[config.mk]
export PLATFORM = sky130hd
export DESIGN_NAME = dct_dma_ctl
export DESIGN_NICKNAME = d
export VERILOG_FILES = /design/src/rtl/dct_pkg.sv /design/src/rtl/dct_apb.sv /design/src/rtl/dct_dma_ctl.sv
export SDC_FILE = /design/constraint.sdc
export NUM_CORES = 2
export LEC_CHECK = 0
export BUFFER_PORTS_ARGS = -buffer_cell sky130_fd_sc_hd__buf_4
export CORE_ASPECT_RATIO = 0.5
export CORE_MARGIN = 1.5
export CORE_UTILIZATION = 30
export DETAILED_ROUTE_END_ITERATION = 6
export SYNTH_ARGS = -nofsm -noshare
export SYNTH_HDL_FRONTEND = slang
export SYNTH_SLANG_ARGS = --single-unit
[constraint.sdc]
create_clock -name clk_sys -period 4.26 [get_ports clk_sys]
set_input_delay 0.213 -clock clk_sys [delete_from_list [all_inputs] [get_ports clk_sys]]
set_output_delay 0.213 -clock clk_sys [all_outputs]
set_load 0.01 [all_outputs]
[src/rtl/dct_pkg.sv]
// Shared constants of the four-channel DMA control and trigger block
package dct_pkg;
   // Number of channels and widths
   localparam int unsigned NUM_CH   = 4;
   localparam int unsigned CNT_W    = 16;
   localparam int unsigned ADR_W    = 26;
   localparam int unsigned SRC_W    = 48;
   localparam int unsigned PADDR_W  = 12;
   // Per-channel register window: stride and word offsets
   localparam logic [11:0] CH_STRIDE   = 12'h020;
   localparam logic [2:0]  REG_CTRL    = 3'h0;
   localparam logic [2:0]  REG_TRIG    = 3'h1;
   localparam logic [2:0]  REG_ADC     = 3'h2;
   localparam logic [2:0]  REG_COUNT   = 3'h3;
   localparam logic [2:0]  REG_ADDR    = 3'h4;
   localparam logic [2:0]  REG_LAST    = 3'h4;
   // Channel control fields
   localparam int unsigned CTL_EN_BIT   = 0;
   localparam int unsigned CTL_SW_BIT   = 1;
   localparam int unsigned CTL_INIT_BIT = 2;
   localparam int unsigned CTL_DONE_BIT = 7;
   localparam logic [7:0]  CTL_RESET    = 8'h00;
   // Trigger select fields
   localparam int unsigned TRG_PEND_BIT = 7;
   localparam logic [5:0]  TRG_CODE_OFF = 6'h00;
   localparam logic [5:0]  TRG_CODE_MAX = 6'h30;
   localparam logic [7:0]  TRG_RESET    = 8'h00;
   // Addressing control fields
   localparam int unsigned ADC_SIZE_BIT = 14;
   localparam int unsigned ADC_SDIR_HI  = 7;
   localparam int unsigned ADC_SDIR_LO  = 6;
   localparam logic [15:0] ADC_MASK     = 16'h40F0;
   localparam logic [15:0] ADC_RESET    = 16'h0000;
   // Source address direction codes
   localparam logic [1:0]  DIR_INC      = 2'h0;
   localparam logic [1:0]  DIR_DEC      = 2'h1;
   localparam logic [1:0]  DIR_FIXED    = 2'h2;
endpackage : dct_pkg

[src/rtl/dct_apb.sv]
`timescale 1ns/1ps
// APB slave front end: no wait state, registered answer
module dct_apb (
   input  wire logic        clk_sys,
   input  wire logic        rst_n,
   input  wire logic        psel,
   input  wire logic        penable,
   input  wire logic        pwrite,
   input  wire logic [11:0] paddr,
   input  wire logic [31:0] rd_value,
   output logic [31:0]      prdata,
   output logic             pready,
   output logic             pslverr,
   output logic [1:0]       dec_chan,
   output logic [2:0]       dec_reg,
   output logic             wr_stb,
   output logic             rd_done_clr
);
   logic        setup;      // Setup phase of a transfer
   logic        access;     // Completing access edge
   logic        bad;        // Address outside the map
   logic        pready_ff;  // Ready flop
   logic        pslverr_ff; // Error flop
   logic [31:0] prdata_ff;  // Read data flop

   // Address decode, held stable by the master through access
   assign dec_chan = paddr[6:5];
   assign dec_reg  = paddr[4:2];
   assign bad      = (paddr[11:7] != 5'h00) || (dec_reg > dct_pkg::REG_LAST);
   assign setup    = psel & ~penable;
   assign access   = psel & penable & pready_ff;

   // Ready rises for the access phase right after setup
   always_ff @(posedge clk_sys or negedge rst_n) begin
      if (!rst_n) begin
         pready_ff <= 1'b0;
      end else begin
         pready_ff <= setup;
      end
   end

   // Unmapped address answers with an error
   always_ff @(posedge clk_sys or negedge rst_n) begin
      if (!rst_n) begin
         pslverr_ff <= 1'b0;
      end else begin
         pslverr_ff <= setup & bad;
      end
   end

   // Read data captured at setup, zero for writes and errors
   always_ff @(posedge clk_sys or negedge rst_n) begin
      if (!rst_n) begin
         prdata_ff <= 32'h0000_0000;
      end else if (setup && !pwrite && !bad) begin
         prdata_ff <= rd_value;
      end else if (setup) begin
         prdata_ff <= 32'h0000_0000;
      end
   end

   // Strobes act only at the completing edge
   assign wr_stb      = access & pwrite & ~pslverr_ff;
   assign rd_done_clr = access & ~pwrite & ~pslverr_ff &
                        (dec_reg == dct_pkg::REG_CTRL) &
                        prdata_ff[dct_pkg::CTL_DONE_BIT];
   assign prdata      = prdata_ff;
   assign pready      = pready_ff;
   assign pslverr     = pslverr_ff;
endmodule : dct_apb

[src/rtl/dct_dma_ctl.sv]
`timescale 1ns/1ps
module dct_dma_ctl #(
   parameter int unsigned NUM_CH = dct_pkg::NUM_CH,
   parameter int unsigned SRC_W  = dct_pkg::SRC_W
) (
   input  wire logic                                clk_sys,
   input  wire logic                                rst_n,
   input  wire logic                                psel,
   input  wire logic                                penable,
   input  wire logic                                pwrite,
   input  wire logic [dct_pkg::PADDR_W-1:0]         paddr,
   input  wire logic [31:0]                         pwdata,
   output logic [31:0]                              prdata,
   output logic                                     pready,
   output logic                                     pslverr,
   input  wire logic [SRC_W-1:0]                    periph_irq,
   input  wire logic                                standby_mode,
   input  wire logic [NUM_CH-1:0]                   xfer_ack,
   output logic [NUM_CH-1:0]                        xfer_req,
   output logic [NUM_CH-1:0]                        xfer_wide,
   output logic [NUM_CH-1:0][dct_pkg::ADR_W-1:0]    xfer_addr,
   output logic [NUM_CH-1:0]                        completion_irq
);
   // Decoded bus access
   logic [1:0]  dec_chan;     // Channel of the access
   logic [2:0]  dec_reg;      // Register of the access
   logic        wr_stb;       // Write takes effect
   logic        rd_done_clr;  // Read saw done set
   logic [31:0] rd_value;     // Read mux output

   // Per-channel state
   logic                      en_ff    [NUM_CH]; // Channel enable
   logic                      done_ff  [NUM_CH]; // Completion flag
   logic                      pend_ff  [NUM_CH]; // Latched hw request
   logic                      busy_ff  [NUM_CH]; // Transfer outstanding
   logic                      term_ff  [NUM_CH]; // Terminal seen last edge
   logic [5:0]                code_ff  [NUM_CH]; // Trigger source code
   logic [15:0]               adc_ff   [NUM_CH]; // Addressing control
   logic [dct_pkg::CNT_W-1:0] cbase_ff [NUM_CH]; // Programmed count
   logic [dct_pkg::CNT_W-1:0] cnt_ff   [NUM_CH]; // Remaining count
   logic [dct_pkg::ADR_W-1:0] abase_ff [NUM_CH]; // Programmed address
   logic [dct_pkg::ADR_W-1:0] addr_ff  [NUM_CH]; // Current address

   // Output flops
   logic [NUM_CH-1:0]                     req_ff;   // Request to far side
   logic [NUM_CH-1:0]                     wide_ff;  // Item size of request
   logic [NUM_CH-1:0][dct_pkg::ADR_W-1:0] xaddr_ff; // Aligned address
   logic [NUM_CH-1:0]                     irq_ff;   // Completion pulse

   // Bus slave: decode, ready, error and read data
   dct_apb u_apb (
      .clk_sys     (clk_sys),
      .rst_n       (rst_n),
      .psel        (psel),
      .penable     (penable),
      .pwrite      (pwrite),
      .paddr       (paddr),
      .rd_value    (rd_value),
      .prdata      (prdata),
      .pready      (pready),
      .pslverr     (pslverr),
      .dec_chan    (dec_chan),
      .dec_reg     (dec_reg),
      .wr_stb      (wr_stb),
      .rd_done_clr (rd_done_clr)
   );

   // Read mux; write-only bits and reserved bits read zero
   always_comb begin
      rd_value = 32'h0000_0000;
      unique case (dec_reg)
         dct_pkg::REG_CTRL: begin
            rd_value[dct_pkg::CTL_DONE_BIT] = done_ff[dec_chan];
            rd_value[dct_pkg::CTL_EN_BIT]   = en_ff[dec_chan];
         end
         dct_pkg::REG_TRIG: begin
            rd_value[5:0] = code_ff[dec_chan];
         end
         dct_pkg::REG_ADC: begin
            rd_value[15:0] = adc_ff[dec_chan];
         end
         dct_pkg::REG_COUNT: begin
            rd_value[dct_pkg::CNT_W-1:0] = cnt_ff[dec_chan];
         end
         dct_pkg::REG_ADDR: begin
            rd_value[dct_pkg::ADR_W-1:0] = addr_ff[dec_chan];
         end
         default: begin
            rd_value = 32'h0000_0000;
         end
      endcase
   end

   // One copy of the channel logic per channel
   for (genvar c = 0; c < NUM_CH; c++) begin : g_ch
      logic sel;      // Access targets this channel
      logic wr_ctrl;  // Control register write
      logic wr_trig;  // Trigger select write
      logic init;     // Channel initialise request
      logic sw_go;    // Software trigger written
      logic src_hit;  // Selected source fired
      logic go;       // Start one transfer
      logic step;     // Transfer finished
      logic borrow;   // Last transfer finished
      logic [5:0]                idx;  // Source bit index
      logic [dct_pkg::ADR_W-1:0] inc;  // Address step

      assign sel     = (dec_chan == 2'(c));
      assign wr_ctrl = wr_stb & sel & (dec_reg == dct_pkg::REG_CTRL);
      assign wr_trig = wr_stb & sel & (dec_reg == dct_pkg::REG_TRIG);
      // Only a written 1 acts; a 0 is ignored
      assign init    = wr_ctrl & pwdata[dct_pkg::CTL_INIT_BIT] & ~en_ff[c];
      assign sw_go   = wr_ctrl & pwdata[dct_pkg::CTL_SW_BIT];
      assign idx     = code_ff[c] - 6'h01;
      // Code zero or past the last source selects nothing
      assign src_hit = (code_ff[c] != dct_pkg::TRG_CODE_OFF) &&
                       (code_ff[c] <= dct_pkg::TRG_CODE_MAX) &&
                       periph_irq[idx];
      // Start needs enable, no completion and nothing in flight
      assign go      = en_ff[c] & ~done_ff[c] & ~busy_ff[c] &
                       (sw_go | pend_ff[c]);
      assign step    = xfer_ack[c] & busy_ff[c];
      assign borrow  = step & (cnt_ff[c] == '0);
      assign inc     = adc_ff[c][dct_pkg::ADC_SIZE_BIT] ?
                       dct_pkg::ADR_W'(2) : dct_pkg::ADR_W'(1);

      // Enable: software sets and clears, terminal count clears
      always_ff @(posedge clk_sys or negedge rst_n) begin
         if (!rst_n) begin
            en_ff[c] <= dct_pkg::CTL_RESET[dct_pkg::CTL_EN_BIT];
         end else if (borrow) begin
            en_ff[c] <= 1'b0;
         end else if (wr_ctrl) begin
            en_ff[c] <= pwdata[dct_pkg::CTL_EN_BIT];
         end
      end

      // Terminal marker delays done by one edge
      always_ff @(posedge clk_sys or negedge rst_n) begin
         if (!rst_n) begin
            term_ff[c] <= 1'b0;
         end else begin
            term_ff[c] <= borrow;
         end
      end

      // Done flag: set after enable falls, read or init clears
      always_ff @(posedge clk_sys or negedge rst_n) begin
         if (!rst_n) begin
            done_ff[c] <= dct_pkg::CTL_RESET[dct_pkg::CTL_DONE_BIT];
         end else if (term_ff[c]) begin
            done_ff[c] <= 1'b1;
         end else if ((rd_done_clr && sel) || init) begin
            done_ff[c] <= 1'b0;
         end
      end

      // Completion pulse rises with the done flag
      always_ff @(posedge clk_sys or negedge rst_n) begin
         if (!rst_n) begin
            irq_ff[c] <= 1'b0;
         end else begin
            irq_ff[c] <= term_ff[c];
         end
      end

      // Pending request: standby blocks, start consumes
      always_ff @(posedge clk_sys or negedge rst_n) begin
         if (!rst_n) begin
            pend_ff[c] <= dct_pkg::TRG_RESET[dct_pkg::TRG_PEND_BIT];
         end else if (go && pend_ff[c]) begin
            pend_ff[c] <= 1'b0;
         end else if (src_hit && !standby_mode) begin
            pend_ff[c] <= 1'b1;
         end else if (wr_trig && !pwdata[dct_pkg::TRG_PEND_BIT]) begin
            pend_ff[c] <= 1'b0;
         end else if (init) begin
            pend_ff[c] <= 1'b0;
         end
      end

      // Trigger source code
      always_ff @(posedge clk_sys or negedge rst_n) begin
         if (!rst_n) begin
            code_ff[c] <= dct_pkg::TRG_RESET[5:0];
         end else if (wr_trig) begin
            code_ff[c] <= pwdata[5:0];
         end
      end

      // Addressing control; reserved bits stored as zero
      always_ff @(posedge clk_sys or negedge rst_n) begin
         if (!rst_n) begin
            adc_ff[c] <= dct_pkg::ADC_RESET;
         end else if (wr_stb && sel && dec_reg == dct_pkg::REG_ADC) begin
            adc_ff[c] <= pwdata[15:0] & dct_pkg::ADC_MASK;
         end
      end

      // Count: programmed value and remaining value
      always_ff @(posedge clk_sys or negedge rst_n) begin
         if (!rst_n) begin
            cbase_ff[c] <= '0;
            cnt_ff[c]   <= '0;
         end else if (wr_stb && sel && dec_reg == dct_pkg::REG_COUNT) begin
            cbase_ff[c] <= pwdata[dct_pkg::CNT_W-1:0];
            cnt_ff[c]   <= pwdata[dct_pkg::CNT_W-1:0];
         end else if (init || borrow) begin
            cnt_ff[c] <= cbase_ff[c];
         end else if (step) begin
            cnt_ff[c] <= cnt_ff[c] - 1'b1;
         end
      end

      // Source address walks by item size per direction
      always_ff @(posedge clk_sys or negedge rst_n) begin
         if (!rst_n) begin
            abase_ff[c] <= '0;
            addr_ff[c]  <= '0;
         end else if (wr_stb && sel && dec_reg == dct_pkg::REG_ADDR) begin
            abase_ff[c] <= pwdata[dct_pkg::ADR_W-1:0];
            addr_ff[c]  <= pwdata[dct_pkg::ADR_W-1:0];
         end else if (init || borrow) begin
            addr_ff[c] <= abase_ff[c];
         end else if (step) begin
            unique case (adc_ff[c][dct_pkg::ADC_SDIR_HI:dct_pkg::ADC_SDIR_LO])
               dct_pkg::DIR_INC: begin
                  addr_ff[c] <= addr_ff[c] + inc;
               end
               dct_pkg::DIR_DEC: begin
                  addr_ff[c] <= addr_ff[c] - inc;
               end
               default: begin
                  addr_ff[c] <= addr_ff[c];
               end
            endcase
         end
      end

      // Busy and request: held until the far side acks or an init write clears them
      always_ff @(posedge clk_sys or negedge rst_n) begin
         if (!rst_n) begin
            busy_ff[c] <= 1'b0;
            req_ff[c]  <= 1'b0;
         end else if (init) begin
            busy_ff[c] <= 1'b0;
            req_ff[c]  <= 1'b0;
         end else if (go) begin
            busy_ff[c] <= 1'b1;
            req_ff[c]  <= 1'b1;
         end else if (step) begin
            busy_ff[c] <= 1'b0;
            req_ff[c]  <= 1'b0;
         end
      end

      // Item size and aligned address frozen at start
      always_ff @(posedge clk_sys or negedge rst_n) begin
         if (!rst_n) begin
            wide_ff[c]  <= 1'b0;
            xaddr_ff[c] <= '0;
         end else if (go) begin
            wide_ff[c]  <= adc_ff[c][dct_pkg::ADC_SIZE_BIT];
            xaddr_ff[c] <= {addr_ff[c][dct_pkg::ADR_W-1:1],
                            addr_ff[c][0] & ~adc_ff[c][dct_pkg::ADC_SIZE_BIT]};
         end
      end
   end

   // Outputs straight from flops
   assign xfer_req       = req_ff;
   assign xfer_wide      = wide_ff;
   assign xfer_addr      = xaddr_ff;
   assign completion_irq = irq_ff;
endmodule : dct_dma_ctl

# Word level (Yosys, flattened, before mapping)
# Index checks and enable logic that the tools add are counted.
# Widths: inputs -> output; s select.
[classes] add_sub_neg=16 n_mux=110 eq_ne=11 order_cmp=10 reduce_logical=103 n_bitwise=82
[ops] operator="$mux 26" count=14
[ops] operator="$mux 16" count=16
[ops] operator="$pmux 26 s2" count=4
[ops] operator="$add 26x2->26" count=4
[ops] operator="$sub 26x2->26" count=4
[ops] operator="$bmux 16 s2" count=2
[ops] operator="$logic_not 16->1" count=4
[ops] operator="$mux 32" count=2
[ops] operator="$sub 16x1->16 const B" count=4
[ops] operator="$and 1x1->1" count=58
[ops] operator="$bmux 26 s2" count=1
[ops] operator="$mux 1" count=52
[ops] operator="$logic_and 1x1->1" count=42
[ops] operator="$reduce_bool 3->1" count=12
[ops] operator="$reduce_bool 4->1" count=8
[ops] operator="$lt 6x7->1 const B" count=4
[ops] operator="$bmux 1 s6" count=4
[ops] operator="$le 6x6->1 const B" count=4
[ops] operator="$pmux 8 s3" count=1
[ops] operator="$reduce_bool 6->1" count=4
[ops] operator="$sub 6x1->6 const B" count=4
[ops] operator="$pmux 5 s4" count=1
[ops] operator="$not 1->1" count=19
[ops] operator="$reduce_bool 2->1" count=9
[ops] operator="other kinds (23)" count=55
[word_totals] inputBits=102 wordCells=391 register_bits=546 out_inout_bits=150

# Longest topological paths before layout
[logic_depth] word_depth=12 depth_mapped=14 mapped_depth_nobuf=11

# By module
# Synthesis repeated with hierarchy kept, for this count alone.
[unflattened] hier_cells=3497 area_unflattened_um2=32730.1
[modules_own_cells] module="dct_dma_ctl" cells_per_inst=3338 instances=1 area_per_inst_um2=31047.3
[modules_own_cells] module="dct_apb" cells_per_inst=159 instances=1 area_per_inst_um2=1682.9

# Worst setup path after synthesis
# No wires, ideal clock.
[synth_path] kind="reg2reg" from="reg adc_ff[7] (netlist name)" to="reg addr_ff[22] (netlist name)" required_time_ns=4.118 setup_time_ns=0.142 setup_slack_ns=0.994 arrival_ns=3.123 period_less_slack_ns=3.266 path_stages_with_launch=13 cell_sequence="dfrtp_1 -> nor2b_1 -> clkbuf_1 -> clkbuf_1 -> nand2_1 -> fa_1 -> and4b_1 -> and4_1 -> o22ai_1 -> or3_1 -> o32ai_1 -> xnor2_1 -> o221ai_1"
[synth_via] elab_chain_cells=5
[synth_rtl] item="from (decl)" line="dct_dma_ctl.sv:38" text="logic [15:0] adc_ff [NUM_CH];"
[synth_rtl] item="from (signal, indexed assignment)" line="dct_dma_ctl.sv:194" text="adc_ff[c] <= dct_pkg::ADC_RESET;"
[synth_rtl] item="from (signal, indexed assignment)" line="dct_dma_ctl.sv:196" text="adc_ff[c] <= pwdata[15:0] & dct_pkg::ADC_MASK;"
[synth_rtl] item="$eq 2x1->1 / $logic_not 2->1 (equally long branches)" line="dct_dma_ctl.sv:226" text="unique case (adc_ff[c][dct_pkg::ADC_SDIR_HI:dct_pkg::ADC_SDIR_LO])"
[synth_rtl] item="$pmux 26 s2" line="dct_dma_ctl.sv:226"
[synth_rtl] item="$mux 26" line="dct_dma_ctl.sv:225" text="end else if (step) begin"
[synth_rtl] item="$mux 26" line="dct_dma_ctl.sv:223" text="end else if (init || borrow) begin"
[synth_rtl] item="$mux 26" line="dct_dma_ctl.sv:220" text="end else if (wr_stb && sel && dec_reg == dct_pkg::REG_ADDR) begin"
[synth_rtl] item="to (signal, indexed assignment)" line="dct_dma_ctl.sv:222" text="addr_ff[c] <= pwdata[dct_pkg::ADR_W-1:0];"
[synth_rtl] item="to (signal, indexed assignment)" line="dct_dma_ctl.sv:224" text="addr_ff[c] <= abase_ff[c];"
[synth_rtl] item="to (signal, indexed assignment)" line="dct_dma_ctl.sv:228" text="addr_ff[c] <= addr_ff[c] + inc;"
[synth_rtl] item="to (decl)" line="dct_dma_ctl.sv:42" text="logic [dct_pkg::ADR_W-1:0] addr_ff [NUM_CH];"
# Several ways; a longest one is shown, not always the timed one. The select of a mux whose other input is x is not followed.
# A chain may end at the register's enable or synchronous reset.

# Final worst setup path
[layout_path] from="reg code_ff[6] (netlist name)" to="reg pend_ff[1] (netlist name)"
[layout_via] elab_chain_cells=7
[layout_rtl] item="from (decl)" line="dct_dma_ctl.sv:37" text="logic [5:0] code_ff [NUM_CH];"
[layout_rtl] item="from (signal, indexed assignment)" line="dct_dma_ctl.sv:185" text="code_ff[c] <= dct_pkg::TRG_RESET[5:0];"
[layout_rtl] item="from (signal, indexed assignment)" line="dct_dma_ctl.sv:187" text="code_ff[c] <= pwdata[5:0];"
[layout_rtl] item="$sub 6x1->6" line="dct_dma_ctl.sv:114" text="assign idx = code_ff[c] - 6'h01;"
[layout_rtl] item="$bmux 1 s6" line="dct_dma_ctl.sv:118" text="periph_irq[idx];"
[layout_rtl] item="$mux 1 (not written as such)" line="dct_dma_ctl.sv:118"
[layout_rtl] item="$logic_and 1x1->1 (*)" line="dct_dma_ctl.sv:117" text="(code_ff[c] <= dct_pkg::TRG_CODE_MAX) &&"
[layout_rtl] item="$logic_and 1x1->1 (*)" line="dct_dma_ctl.sv:173" text="end else if (src_hit && !standby_mode) begin"
[layout_rtl] item="$mux 1" line="dct_dma_ctl.sv:173"
[layout_rtl] item="$mux 1" line="dct_dma_ctl.sv:171" text="end else if (go && pend_ff[c]) begin"
[layout_rtl] item="to (signal, indexed assignment)" line="dct_dma_ctl.sv:170" text="pend_ff[c] <= dct_pkg::TRG_RESET[dct_pkg::TRG_PEND_BIT];"
[layout_rtl] item="to (decl)" line="dct_dma_ctl.sv:34" text="logic pend_ff [NUM_CH];"
# Mark *: on every way between the ends. The rest lies on a longest branch, timed or not. The select of a mux whose other input is x is not followed.

==> impl_metrics.py <==
metrics = {
    "global_routing": {
        "grt_overflow": 0,
        "met1_usage": 0.310,
        "grt_pass1_wl_mm": 176,
        "grt_max_degree": 105,
        "first_global_vias": 26900,
        "grt_use_met2": 0.307,
        "antenna_found_initial": 18,
        "top_usage_layer": "met1",
        "met3_usage": 0.0429,
        "track_usage": 0.209,
    },
    "setup_path": {
        "reg2regPathDepth": 8,
        "crit_type": "flop to flop",
        "cp-end-kind": "flop",
        "crit_required_ns": 4.74,
        "cp-start-kind": "flop",
        "cp.arrival_ns": 3.93,
        "worstPathMaxFanout": 16,
    },
    "clock_tree": {
        "post_cts_buffers": 0,
        "cts_buffers": 56,
        "cts.sinks": 540,
        "cts_tree": "done",
        "clockBufferDepth": 3,
        "cts_htree_levels": 2,
        "root_buffer": "clkbuf_16",
        "worstSkewPairLatency_ns": 0.63,
        "clk_pin_slew_worst_paths_ns": 0.06,
    },
    "detailed_routing": {
        "wl_mm": 117,
        "ant_nets": 0,
        "firstDrtPassIters": 6,
        "drc": 0,
        "viasPerCell": 5.64,
        "drtIter0Drc": 3530,
        "wl_per_cell_um": 23.3,
        "vias": 28200,
    },
    "finish": {
        "seq_area_um2": 13500,
        "area_growth_pct": 16.6,
        "fill_cells": 10600,
        "layout.nets": 3663,
        "multi_input_area_um2": 17300,
        "drive_above_1_share": 0.205,
    },
    "pwr": {
        "ir_worst_vdd_mv": 0.259,
        "p_per_area_nw_per_um2": 347,
        "p_leak_nw": 17.0,
    },
    "sta": {
        "whs_ns": 0.0382,
        "setup_viol": 0,
        "finalMaxSlewViolations": 0,
        "rsz0062_at_grt": "false",
        "skew_ns": 0.0151,
        "hold_violations": 0,
        "tightestPinTransition_ns": 1.10,
        "maxSlewHeadroom": 0.259,
        "timing.final.crit_share": 0.809,
        "tns_ns": 0,
        "max_freq_ghz": 0.290,
        "layout_min_cycle_time_ns": 3.44,
    },
    "logic_synthesis": {
        "synth_edf_count": 0,
        "ys_ff_latch": 540,
        "yosysTopAreaCell": "dfrtp_1",
        "yosysSeqAreaShare": 0.419,
        "ys_types": 103,
        "avgSynthCellArea_um2": 9.44,
        "ys_top_cells_by_area": "dfrtp_1 (42%), nand2_1 (7.9%), mux4_2 (7.8%)",
        "synth_top_area_frac": 0.419,
        "synth.cell_area_um2": 32200,
        "ys_async_sr_fraction": 1.00,
        "synth_warnings": 0,
        "ys.flop_type": "dfrtp_1",
        "syn_inst": 3417,
    },
    "outcome": {
        "status": "completed",
    },
    "placed_design": {
        "io_buffers": 237,
        "place.gp.congestion": 0.938,
        "hpwl_mm": 84.9,
    },
    "die": {
        "core_region_area_um2": 106000,
        "fp-row-count": 84,
        "die_h_um": 235,
        "io-pin-count": 252,
        "die_x_um": 467,
        "die_area_um2": 110000,
        "initial_core_util": 0.305,
    },
    "flow_run": {
        "maxCapViolations": 0,
    },
    "worst_hold_path": {
        "hold_class": "primary input to flop",
        "min_path_cells": 3,
    },
}
==> state kept, by name, indices dropped and copies added, names as in the netlist, 4 cells and up <==
signal / count
addr_ff: 104
adc_ff: 20
xfer_wide: 4
abase_ff: 104
xfer_req: 4
cnt_ff: 64
en_ff: 4
u_apb.prdata: 26
done_ff: 4
completion_irq: 4
pend_ff: 4
code_ff: 24
xfer_addr: 104
term_ff: 4
cbase_ff: 64
==> layer usage <==
metal | up-vias | share of wire
li1 | 12500 | -
met1 | 14200 | 0.44
met2 | 1299 | 0.43
met3 | 179 | 0.099
met4 | 2 | 0.026
met5 | - | 0.000069
==> layout by cell type (no fill, tap or decap), types with 58 or more instances in the layout <==
cell type and count:
nand2_1 677, dfrtp_1 540, buf_4 296, nor2_1 205, mux2_2 156, o21ai_0 150
a21oi_1 150, mux4_2 111, nor3_1 91, xnor2_1 90, nand3_1 78, o211ai_1 64
inv_1 59, and3_1 58
==> area by class of cell <==
cell class,count,area share
Clock buffer,73,0.0427
Antenna cell,3,0.000200
Timing Repair Buffer,335,0.0712
Tap cell,1419,0.0472
Sequential cell,540,0.359
Clock inverter,27,0.0118
Inverter,59,0.00589
Multi-Input combinational cell,2541,0.461
==> power by group <==
part / total (W) / switching [W] / internal (W)
Clock: 0.00550 / 0.00219 / 0.00332
Combinational: 0.00169 / 0.000934 / 0.000761
Sequential: 0.00586 / 0.000517 / 0.00534
==> through the flow <==
stage	instances	area [um2]	setup slack (ns)	utilization	power, W
floorplan	3422	32300	0.994	-	0.00679
global placement	4862	35200	0.932	0.333	0.00754
detailed placement	4862	35200	0.840	0.333	0.00758
CTS	4994	37600	0.819	0.355	0.0131
global route	4995	37600	0.596	0.355	0.0136
finish	4997	37600	0.816	0.355	0.0131
==> worst paths after layout <==
| check | startpoint | end | slack, ns |
|---|---|---|---|
| max | code_ff[6]$_DFFE_PN0P_ | pend_ff[1]$_DFFE_PN0P_ | 0.82 |
| min | pwdata[0] | abase_ff[26]$_DFFE_PN0P_ | 0.04 |
| max reg2reg | code_ff[6]$_DFFE_PN0P_ | pend_ff[1]$_DFFE_PN0P_ | 0.82 |
| min reg2reg | term_ff[3]$_DFF_PN0_ | completion_irq[0]$_DFF_PN0_ | 0.42 |
| max in group asynchronous | rst_n | abase_ff[9]$_DFFE_PN0P_ | 2.88 |
| min in group asynchronous | rst_n | abase_ff[98]$_DFFE_PN0P_ | 0.23 |
==> logic make-up after synthesis <==
kind of cell    after synthesis  share of synthesized area
flops                       540                      0.419
buf+inv                     341                     0.0459
mux                         314                      0.147
compound gates              640                      0.131
other cells                   1                   0.000116
simple gates               1415                      0.208
fa+ha+maj                    28                     0.0118
xor+xnor                    138                     0.0375
==> synthesized netlist by cell type (43+ instances only) <==
| library cell | number |
|---|---|
| nand2_1 | 677 |
| nand3_1 | 78 |
| and3_1 | 58 |
| mux4_2 | 111 |
| clkbuf_1 | 189 |
| nor3_1 | 91 |
| mux2_2 | 156 |
| inv_1 | 59 |
| a31oi_1 | 50 |
| dfrtp_1 | 540 |
| a21oi_1 | 151 |
| xnor2_1 | 90 |
| nor4_1 | 43 |
| nor2_1 | 209 |
| mux2i_1 | 47 |
| o211ai_1 | 64 |
| o21ai_0 | 150 |
| xor2_1 | 48 |
| or3_1 | 48 |
==> worst max-delay path, stage by stage, from the launching register on <==
cell,delay [ns]
dfrtp_1,0.96
inv_1,0.20
ha_1,0.74
mux4_2,0.41
mux4_2,0.50
mux2i_1,0.17
nor2_1,0.05
a31oi_1,0.17
o22ai_1,0.09
==> repair_timing <==
action / CTS / global route
gates resized for setup: 0 / 0
endpoints found under the hold margin: 231 / 0
hold buffers: 32 / 0
Power figures use the tool's default switching activity.
